<file path="src/design/act_regs.svh">
`ifndef ACT_REGS_SVH
`define ACT_REGS_SVH

// ----------------------------------------
// Pointer byte layout and codes
// ----------------------------------------
`define ACT_CMD_MSB 7
`define ACT_CMD_LSB 4
`define ACT_PTR_MSB 3
`define ACT_PTR_LSB 0
`define ACT_CMD_OFF 4'h0
`define ACT_CMD_SEQ 4'h7
`define ACT_CMD_SINGLE_BIT 3
`define ACT_PTR_RESULT 4'h0
`define ACT_HS_MASTER_CODE 5'h01
// Arbitrary bus address
`define ACT_DEV_ADDR 7'h23

// ----------------------------------------
// Timing
// ----------------------------------------
`define ACT_CLK_MHZ 100
`define ACT_PWRUP_NS 1000
`define ACT_CONV_NS 2000
`define ACT_CMD_TOTAL_NS 3000
`define ACT_PWRUP_CYC ((`ACT_PWRUP_NS * `ACT_CLK_MHZ + 999) / 1000)
`define ACT_CONV_CYC ((`ACT_CONV_NS * `ACT_CLK_MHZ + 999) / 1000)
`define ACT_CMD_WAKE_CYC (((`ACT_CMD_TOTAL_NS - `ACT_CONV_NS) * `ACT_CLK_MHZ + 999) / 1000)

`endif

</file>
<file path="src/design/act_pkg.sv">
package act_pkg;

   typedef enum logic [1:0] {ACT_SHUTDOWN, ACT_POWERUP, ACT_CONVERT} act_state_t;

   typedef struct packed {
      logic start;
      logic stop;
      logic cmd_edge;
      logic [3:0] cmd;
      logic ptr_done;
      logic [3:0] ptr;
      logic rd_ack_clk;
      logic nack;
      logic rd_pair;
      logic hs;
   } act_bus_evt_t;

endpackage : act_pkg

</file>
<file path="src/design/act_bus_watch.sv">
`timescale 1ns/1ns
`include "act_regs.svh"

module act_bus_watch #(
   parameter logic [6:0] DEV_ADDR = `ACT_DEV_ADDR
) (
   input wire logic clk_in,
   input wire logic rst_n_in,
   input wire logic ce_in,
   input wire logic scl_in,
   input wire logic sda_in,
   output act_pkg::act_bus_evt_t evt_out
);

   logic scl_q, scl_d, sda_q, sda_d;
   logic [3:0] bitn_q, bitn_d, byte_q, byte_d;
   logic [7:0] sh_q, sh_d;
   logic ack_q, ack_d, match_q, match_d, rd_q, rd_d, hs_q, hs_d;
   act_pkg::act_bus_evt_t evt_q, evt_d;

   // ----------------------------------------
   // Bit and byte tracking
   // ----------------------------------------
   always_comb
   begin
      scl_d = scl_in;
      sda_d = sda_in;
      bitn_d = bitn_q;
      byte_d = byte_q;
      sh_d = sh_q;
      ack_d = ack_q;
      match_d = match_q;
      rd_d = rd_q;
      hs_d = hs_q;
      evt_d = '0;
      evt_d.hs = hs_q;
      if (scl_in && scl_q && sda_q && !sda_in)
      begin
         bitn_d = 4'h0;
         byte_d = 4'h0;
         match_d = 1'b0;
         rd_d = 1'b0;
         evt_d.start = 1'b1;
      end
      else if (scl_in && scl_q && !sda_q && sda_in)
      begin
         // High speed lasts until stop
         match_d = 1'b0;
         hs_d = 1'b0;
         evt_d.stop = 1'b1;
      end
      else if (scl_in && !scl_q)
      begin
         if (bitn_q < 4'h8)
            sh_d = {sh_q[6:0], sda_in};
         else
            ack_d = sda_in;
         if (bitn_q < 4'h9)
            bitn_d = bitn_q + 4'h1;
      end
      else if (!scl_in && scl_q)
      begin
         // Fifth falling edge of the pointer byte: command nibble complete
         if (bitn_q == 4'h5 && byte_q == 4'h1 && match_q && !rd_q)
         begin
            evt_d.cmd_edge = 1'b1;
            evt_d.cmd = sh_q[4:1];
         end
         if (bitn_q == 4'h8 && byte_q == 4'h0)
         begin
            match_d = (sh_q[7:1] == DEV_ADDR);
            rd_d = sh_q[0];
            if (sh_q[7:3] == `ACT_HS_MASTER_CODE)
               hs_d = 1'b1;
            evt_d.rd_ack_clk = (sh_q[7:1] == DEV_ADDR) && sh_q[0];
         end
         else if (bitn_q == 4'h8 && byte_q == 4'h1 && match_q && !rd_q)
         begin
            evt_d.ptr_done = 1'b1;
            evt_d.cmd = sh_q[`ACT_CMD_MSB:`ACT_CMD_LSB];
            evt_d.ptr = sh_q[`ACT_PTR_MSB:`ACT_PTR_LSB];
         end
         if (bitn_q == 4'h9)
         begin
            bitn_d = 4'h0;
            byte_d = (byte_q == 4'hF) ? 4'h2 : byte_q + 4'h1;
            if (match_q && rd_q && byte_q != 4'h0)
            begin
               if (ack_q)
                  evt_d.nack = 1'b1;
               else if (!byte_q[0])
                  evt_d.rd_pair = 1'b1;
            end
         end
      end
   end

   always_ff @(posedge clk_in or negedge rst_n_in)
   begin
      if (!rst_n_in)
      begin
         scl_q <= 1'b1;
         sda_q <= 1'b1;
         bitn_q <= 4'h0;
         byte_q <= 4'h0;
         sh_q <= 8'h00;
         ack_q <= 1'b1;
         match_q <= 1'b0;
         rd_q <= 1'b0;
         hs_q <= 1'b0;
         evt_q <= '0;
      end
      else if (ce_in)
      begin
         scl_q <= scl_d;
         sda_q <= sda_d;
         bitn_q <= bitn_d;
         byte_q <= byte_d;
         sh_q <= sh_d;
         ack_q <= ack_d;
         match_q <= match_d;
         rd_q <= rd_d;
         hs_q <= hs_d;
         evt_q <= evt_d;
      end
   end

   assign evt_out = evt_q;

endmodule : act_bus_watch

</file>
<file path="src/design/act_trigger_ctrl.sv">
// What this block does
// RL1: Conversions are timed from the internal clock; serial clock only for transfers.
// RL2: Pin mode: controller holds start pin high at least 1 us.
// RL3: Start pin falling edge puts sampler in hold and starts conversion.
// RL4: Pin conversion ends about 2 us later, then shutdown until next rise.
// RL5: Pulse of 1 us or less still converts, result flagged invalid.
// RL6: Controller should keep the serial bus quiet during pin conversions.
// RL7: Pin mode needs zero command bits; other modes keep the pin low.
// RL8: Controller points at the result register before reading a result.
// RL9: Pin mode channel or channel sequence comes from configuration channel bits.
// RL10: Controller may hold serial clock high while pulsing, then 18 clocks read.
// RL11: Non-zero command field starts a conversion; zero leaves command mode unused. Here only 1xxx and 0111 with channel bits set start one; 0001-0110 none.
// RL12: Command top bit set selects channel equal to low three bits.
// RL13: Command 0111 converts selected channels lowest to highest until done.
// RL14: Stop condition or master not-acknowledge aborts command-mode converting.
// RL15: Power-up begins at fifth falling serial clock edge of pointer byte.
// RL16: Command-mode wake, acquisition and conversion take about 3 us.
// RL17: Controller re-addresses for read; read returns commanded channel result.
// RL18: In a sequence each two-byte read returns one result while next converts.
// RL19: High speed read during conversion: hold serial clock low in ack clock.
// RL20: Command written with zero pointer field makes next read hit result register.
// RL21: Durations are parameter counts; cut-short power-up flags the result invalid.
`timescale 1ns/1ns
`include "act_regs.svh"

module act_trigger_ctrl #(
   parameter logic [6:0] DEV_ADDR = `ACT_DEV_ADDR,
   parameter int unsigned PWRUP_CYC = `ACT_PWRUP_CYC,
   parameter int unsigned CONV_CYC = `ACT_CONV_CYC,
   parameter int unsigned CMD_WAKE_CYC = `ACT_CMD_WAKE_CYC
) (
   input wire logic CLK_SYS_IN,
   input wire logic RST_N_IN,
   input wire logic CE_IN,
   input wire logic CONVERT_START_PIN_IN,
   input wire logic SCL_IN,
   input wire logic SDA_IN,
   input wire logic [7:0] CHANNEL_SELECT_BITS_IN,
   output logic SCL_OUT,
   output logic SCL_OE_OUT,
   output logic POWERED_OUT,
   output logic HOLD_OUT,
   output logic BUSY_OUT,
   output logic [2:0] CHANNEL_OUT,
   output logic DONE_OUT,
   output logic RESULT_INVALID_OUT,
   output logic [3:0] POINTER_FIELD_OUT,
   output logic RESULT_SELECTED_OUT
);

   // ----------------------------------------
   // Input synchronisers
   // ----------------------------------------
   logic [2:0] async_in;
   logic [2:0] meta_q;
   logic [2:0] sync_q;
   logic pin_q;

   assign async_in = {CONVERT_START_PIN_IN, SCL_IN, SDA_IN};

   for (genvar i = 0; i < 3; i++)
   begin : g_sync
      always_ff @(posedge CLK_SYS_IN or negedge RST_N_IN)
      begin
         if (!RST_N_IN)
         begin
            meta_q[i] <= (i == 2) ? 1'b0 : 1'b1;
            sync_q[i] <= (i == 2) ? 1'b0 : 1'b1;
         end
         else if (CE_IN)
         begin
            meta_q[i] <= async_in[i];
            sync_q[i] <= meta_q[i];
         end
      end
   end

   always_ff @(posedge CLK_SYS_IN or negedge RST_N_IN)
   begin
      if (!RST_N_IN)
         pin_q <= 1'b0;
      else if (CE_IN)
         pin_q <= sync_q[2];
   end

   logic pin_rise, pin_fall;
   assign pin_rise = sync_q[2] && !pin_q;
   assign pin_fall = !sync_q[2] && pin_q;

   act_pkg::act_bus_evt_t evt;

   act_bus_watch #(
      .DEV_ADDR(DEV_ADDR)
   ) u_watch (
      .clk_in(CLK_SYS_IN),
      .rst_n_in(RST_N_IN),
      .ce_in(CE_IN),
      .scl_in(sync_q[1]),
      .sda_in(sync_q[0]),
      .evt_out(evt)
   );

   // Lowest set channel above cur, wrapping to the lowest set one
   function automatic logic [2:0] next_chan(input logic [7:0] mask, input logic [2:0] cur);
      logic [2:0] res;
      logic found;
      res = cur;
      found = 1'b0;
      for (int k = 7; k >= 0; k--)
      begin
         if (mask[k] && 3'(k) > cur)
         begin
            res = 3'(k);
            found = 1'b1;
         end
      end
      if (!found)
      begin
         for (int k = 7; k >= 0; k--)
         begin
            if (mask[k])
               res = 3'(k);
         end
      end
      return res;
   endfunction : next_chan

   // ----------------------------------------
   // Conversion sequencer
   // ----------------------------------------
   act_pkg::act_state_t state_q, state_d;
   logic [11:0] cnt_q, cnt_d;
   logic cmd_mode_q, cmd_mode_d;
   logic [7:0] seq_q, seq_d;
   logic pend_q, pend_d;
   logic [2:0] chan_q, chan_d, pin_chan_q, pin_chan_d;
   logic invalid_q, invalid_d, done_q, done_d, stretch_q, stretch_d;
   logic [3:0] ptr_q, ptr_d;
   logic [7:0] seq_left;

   always_comb
   begin
      state_d = state_q;
      cnt_d = cnt_q;
      cmd_mode_d = cmd_mode_q;
      seq_d = seq_q;
      pend_d = pend_q;
      chan_d = chan_q;
      pin_chan_d = pin_chan_q;
      invalid_d = invalid_q;
      done_d = 1'b0;
      stretch_d = stretch_q;
      ptr_d = ptr_q;
      seq_left = seq_q;
      seq_left[chan_q] = 1'b0;
      if (evt.ptr_done)
         ptr_d = evt.ptr; // [RL20]
      // Stop or not-acknowledge ends command work in any state
      if (cmd_mode_q && (evt.stop || evt.nack))
      begin
         state_d = act_pkg::ACT_SHUTDOWN; // [RL14]
         pend_d = 1'b0;
         seq_d = 8'h00;
         cnt_d = 12'h000;
      end
      else
      begin
         case (state_q)
            act_pkg::ACT_SHUTDOWN:
            begin
               cnt_d = 12'h000;
               if (pin_rise)
               begin
                  state_d = act_pkg::ACT_POWERUP; // [RL4]
                  cmd_mode_d = 1'b0;
                  pend_d = 1'b0;
                  chan_d = CHANNEL_SELECT_BITS_IN[pin_chan_q] ? pin_chan_q
                     : next_chan(CHANNEL_SELECT_BITS_IN, pin_chan_q); // [RL9]
               end
               else if (evt.cmd_edge && evt.cmd != `ACT_CMD_OFF) // [RL11] [RL15]
               begin
                  cmd_mode_d = 1'b1;
                  pend_d = 1'b0;
                  if (evt.cmd[`ACT_CMD_SINGLE_BIT])
                  begin
                     state_d = act_pkg::ACT_POWERUP;
                     seq_d = 8'h00;
                     chan_d = evt.cmd[2:0]; // [RL12]
                  end
                  else if (evt.cmd == `ACT_CMD_SEQ && CHANNEL_SELECT_BITS_IN != 8'h00)
                  begin
                     state_d = act_pkg::ACT_POWERUP;
                     seq_d = CHANNEL_SELECT_BITS_IN; // [RL13]
                     chan_d = next_chan(CHANNEL_SELECT_BITS_IN, 3'h7);
                  end
               end
               else if (pend_q && evt.rd_pair)
               begin
                  // Next channel converts once its predecessor has been read out as a byte pair
                  state_d = act_pkg::ACT_POWERUP; // [RL18]
                  pend_d = 1'b0;
                  chan_d = next_chan(seq_q, 3'h7); // [RL13]
               end
            end
            act_pkg::ACT_POWERUP:
            begin
               if (cnt_q != 12'hFFF)
                  cnt_d = cnt_q + 12'h001;
               if (!cmd_mode_q && pin_fall)
               begin
                  state_d = act_pkg::ACT_CONVERT; // [RL3]
                  invalid_d = (cnt_q < 12'(PWRUP_CYC)); // [RL5] [RL21]
                  cnt_d = 12'h000;
               end
               else if (cmd_mode_q && cnt_q >= 12'(CMD_WAKE_CYC - 1))
               begin
                  state_d = act_pkg::ACT_CONVERT; // [RL16]
                  invalid_d = 1'b0;
                  cnt_d = 12'h000;
               end
            end
            act_pkg::ACT_CONVERT:
            begin
               cnt_d = cnt_q + 12'h001;
               // Internal clock only; serial clock plays no part in timing
               if (cnt_q >= 12'(CONV_CYC - 1)) // [RL1] [RL21]
               begin
                  state_d = act_pkg::ACT_SHUTDOWN; // [RL4] [RL16]
                  cnt_d = 12'h000;
                  done_d = 1'b1;
                  if (!cmd_mode_q)
                     pin_chan_d = next_chan(CHANNEL_SELECT_BITS_IN, chan_q); // [RL9]
                  else
                  begin
                     seq_d = seq_left;
                     pend_d = (seq_left != 8'h00); // [RL13]
                  end
               end
            end
            default:
            begin
               state_d = act_pkg::ACT_SHUTDOWN;
               cnt_d = 12'h000;
            end
         endcase
      end
      // Stretch only in high speed, only while a command conversion runs
      // Not when the conversion ends in this cycle, or the stretch would outlive it
      if (evt.rd_ack_clk && evt.hs && cmd_mode_q && state_q != act_pkg::ACT_SHUTDOWN
         && state_d != act_pkg::ACT_SHUTDOWN)
         stretch_d = 1'b1; // [RL19]
      else if (state_d == act_pkg::ACT_SHUTDOWN || evt.stop)
         stretch_d = 1'b0; // [RL19]
   end

   always_ff @(posedge CLK_SYS_IN or negedge RST_N_IN)
   begin
      if (!RST_N_IN)
      begin
         state_q <= act_pkg::ACT_SHUTDOWN;
         cnt_q <= 12'h000;
         cmd_mode_q <= 1'b0;
         seq_q <= 8'h00;
         pend_q <= 1'b0;
         chan_q <= 3'h0;
         pin_chan_q <= 3'h0;
         invalid_q <= 1'b0;
         done_q <= 1'b0;
         stretch_q <= 1'b0;
         ptr_q <= `ACT_PTR_RESULT;
      end
      else if (CE_IN)
      begin
         state_q <= state_d;
         cnt_q <= cnt_d;
         cmd_mode_q <= cmd_mode_d;
         seq_q <= seq_d;
         pend_q <= pend_d;
         chan_q <= chan_d;
         pin_chan_q <= pin_chan_d;
         invalid_q <= invalid_d;
         done_q <= done_d;
         stretch_q <= stretch_d;
         ptr_q <= ptr_d;
      end
   end

   // ----------------------------------------
   // Outputs
   // ----------------------------------------
   assign SCL_OUT = 1'b0;
   assign SCL_OE_OUT = stretch_q;
   assign POWERED_OUT = (state_q != act_pkg::ACT_SHUTDOWN);
   assign HOLD_OUT = (state_q == act_pkg::ACT_CONVERT); // [RL3]
   assign BUSY_OUT = (state_q != act_pkg::ACT_SHUTDOWN);
   assign CHANNEL_OUT = chan_q;
   assign DONE_OUT = done_q;
   assign RESULT_INVALID_OUT = invalid_q;
   assign POINTER_FIELD_OUT = ptr_q;
   assign RESULT_SELECTED_OUT = (ptr_q == `ACT_PTR_RESULT); // [RL20]

endmodule : act_trigger_ctrl

</file>
<file path="config.mk">
export PLATFORM = sky130hd
export DESIGN_NAME = act_trigger_ctrl
export DESIGN_NICKNAME = d
export VERILOG_FILES = /design/src/design/act_pkg.sv /design/src/design/act_bus_watch.sv /design/src/design/act_trigger_ctrl.sv
export VERILOG_INCLUDE_DIRS = /design/src /design/src/design
export SDC_FILE = /design/constraint.sdc
export NUM_CORES = 1
export LEC_CHECK = 0
export ABC_CLOCK_PERIOD_IN_PS = 2800
export BUFFER_PORTS_ARGS = -buffer_cell sky130_fd_sc_hd__buf_2
export CAP_MARGIN = 10
export CORE_AREA = 8 8 107 109
export CTS_BUF_LIST = sky130_fd_sc_hd__clkbuf_16
export DETAILED_ROUTE_END_ITERATION = 8
export DIE_AREA = 0 0 115 117
export GPL_ROUTABILITY_DRIVEN = 0
export PLACE_DENSITY_LB_ADDON = 0.1
export SYNTH_ARGS = -nofsm -noshare
export SYNTH_HDL_FRONTEND = slang
export SYNTH_HIERARCHICAL = 1
export SYNTH_SLANG_ARGS = --single-unit
export TNS_END_PERCENT = 5
</file>
<file path="constraint.sdc">
create_clock -name CLK_SYS_IN -period 2.8 [get_ports CLK_SYS_IN]
set_input_delay 0.84 -clock CLK_SYS_IN [delete_from_list [all_inputs] [get_ports CLK_SYS_IN]]
set_output_delay 0.84 -clock CLK_SYS_IN [all_outputs]
set_load 0.01 [all_outputs]
</file>
==> results.json <==
{
  "dp_hpwl_um": 8853,
  "cts_buffers": 9,
  "grt_pass1_wl_um": 20670,
  "fin_crit_sh": 0.9082,
  "crit_arrival_ps": 2780,
  "slowest_delay_ps": 460,
  "cts_resized": 0,
  "path_clk_slew_ps": 60,
  "initial_core_util": 0.5254,
  "drtPass1Iterations": 5,
  "timing.fmax_mhz": 393.3,
  "n_antenna_cell": 0,
  "drc_errors": 0,
  "routed_via_density": 6.000,
  "hp-class": "input port to async pin",
  "post_cts_buffers": 0,
  "ant_nets": 0,
  "final-hold-violation-count": 0,
  "synth_fp_nets": 594,
  "syn_inst": 568,
  "grt_max_degree": 46,
  "crit_path_cell_trace": "ha_1 -> a2111oi_0 -> o21ai_0 -> nor2_1 -> o211ai_1 -> or2_1 -> o31ai_1",
  "cts_tree": "yes",
  "status": "complete, no violations",
  "totalWireLength_um": 12210,
  "post-route-min-period_ps": 2543,
  "power.density_nw_per_um2": 762.1,
  "cts.sinks": 81,
  "path_class": "register to register",
  "tns_ps": 0,
  "maxSlewHeadroom": 0.5144,
  "rsz0062_at_grt": "no",
  "cts_max_level": 3,
  "rr_worst_depth": 7,
  "cts_root_buffer": "clkbuf_16",
  "grt_pass1_vias": 4249,
  "maxCapViolCount": 0,
  "final_nets": 615,
  "whs_ps": 478.6,
  "worst_slew_pin_slew_ps": 723.6,
  "clock_latency_ps": 330,
  "die_h_um": 117,
  "cts_buffer_depth": 2,
  "skew_ps": 6.534,
  "critical-path-slowest-cell": "a2111oi_0",
  "crit_required_ps": 3040,
  "setup_viol": 0,
  "synth_area_um2": 5205,
  "cp_max_fo": 9,
  "final_area_um2": 5799,
  "dieArea_um2": 13460,
  "syn_to_final_growth_pct": 11.42,
  "slew_violations": 0,
  "ir_drop_mv": 0.4913,
  "via_count": 4380,
  "cp-end-kind": "register",
  "grt_use_total": 0.1907,
  "io_pins": 29,
  "die_width_um": 115,
  "ys_warn_count": 6,
  "p_leak_nw": 2.479,
  "drive_gt1_frac": 0.1902,
  "io_buffers": 27,
  "coreArea_um2": 9907,
  "rows": 37,
  "postCtsHoldBufs": 0,
  "cp-start-kind": "register",
  "placed_cell_area_um2": 5502,
  "gr-total-overflow": 0,
  "synth_area_per_cell_um2": 9.164,
  "wl_per_cell_um": 16.73,
  "drtIter0Drc": 327,
  "antenna_found_initial": 0
}
[worst paths after layout]
check / from / end / slack, ps
hold / removal: RST_N_IN / cnt_q[9] / 480
hold reg to reg: u_watch/evt_out[8] / u_watch/evt_out[8] / 480
setup reg to reg: cnt_q[0] / cnt_q[3] / 260
setup / recovery: cnt_q[0] / cnt_q[3] / 260
min in group CLK_SYS_IN: u_watch/evt_out[8] / u_watch/evt_out[8] / 480
max in group asynchronous: RST_N_IN / u_watch/ack_q / 1660
[sequential cells by signal, summed over array words and instances, names as in the netlist, 2 cells and up]
signal,cells
pin_chan_q,3
CHANNEL_OUT,3
u_watch/byte_q,4
u_watch/sh_q,8
seq_q,8
cnt_q,12
meta_q,3
sync_q,3
u_watch/bitn_q,4
u_watch/evt_out,15
POINTER_FIELD_OUT,4
state_q,2
[critical path: cells and delay by family, from the launching register on]
family	cells	cell delay (ps)
AO/OA/AOI/OAI	4	1150
adder cells (fa/ha/maj)	1	270
flip-flops	1	400
AND/OR/NAND/NOR	2	620
[per-stage QoR]
stage / instances / utilization / setup slack, ps / total power [mW]
finish: 730 / 0.5854 / 257.2 / 4.420
global route: 730 / 0.5854 / 5.286 / 4.726
CTS: 730 / 0.5854 / 202.2 / 4.458
detailed placement: 714 / 0.5553 / 36.73 / 3.276
global placement: 714 / 0.5553 / 61.43 / 3.235
floorplan: 568 / - / 272.5 / 2.849
[routing by layer]
layer  track usage  wire length [um]  vias to the layer above
met2        0.3122              5695                      101
met1        0.2508              5815                     2133
met5             0                 0                        -
met4       0.06480               194                        0
met3       0.03284               507                       16
li1              -                 -                     2130
[layout by cell type, fill, tap and decap left out, types with 13 or more instances in the layout]
cell type	count
buf_4	19
o21ai_0	40
o31ai_1	13
nor2b_1	14
buf_2	26
mux2_2	26
nand3_1	24
nor2_1	24
a22o_1	17
dfrtp_1	74
inv_1	34
nand2_1	58
a21oi_1	19
[where the power goes]
| part | leakage [nW] | internal [mW] | total [mW] | switching [mW] |
|---|---|---|---|---|
| clock | 0.147 | 0.690 | 1.17 | 0.476 |
| sequential | 1.06 | 1.41 | 1.77 | 0.363 |
| combinational | 1.28 | 0.688 | 1.48 | 0.793 |
[cell type report]
type | count | area [um2]
tap | 136 | 170.2
sequential | 81 | 2036
fill | 900 | 4108
timing repair buffer | 46 | 292.8
clock inverter | 7 | 72.57
inverter | 33 | 123.9
clock buffer | 9 | 225.2
multi-input combinational | 418 | 2879
(Power assumes the default switching activity.)
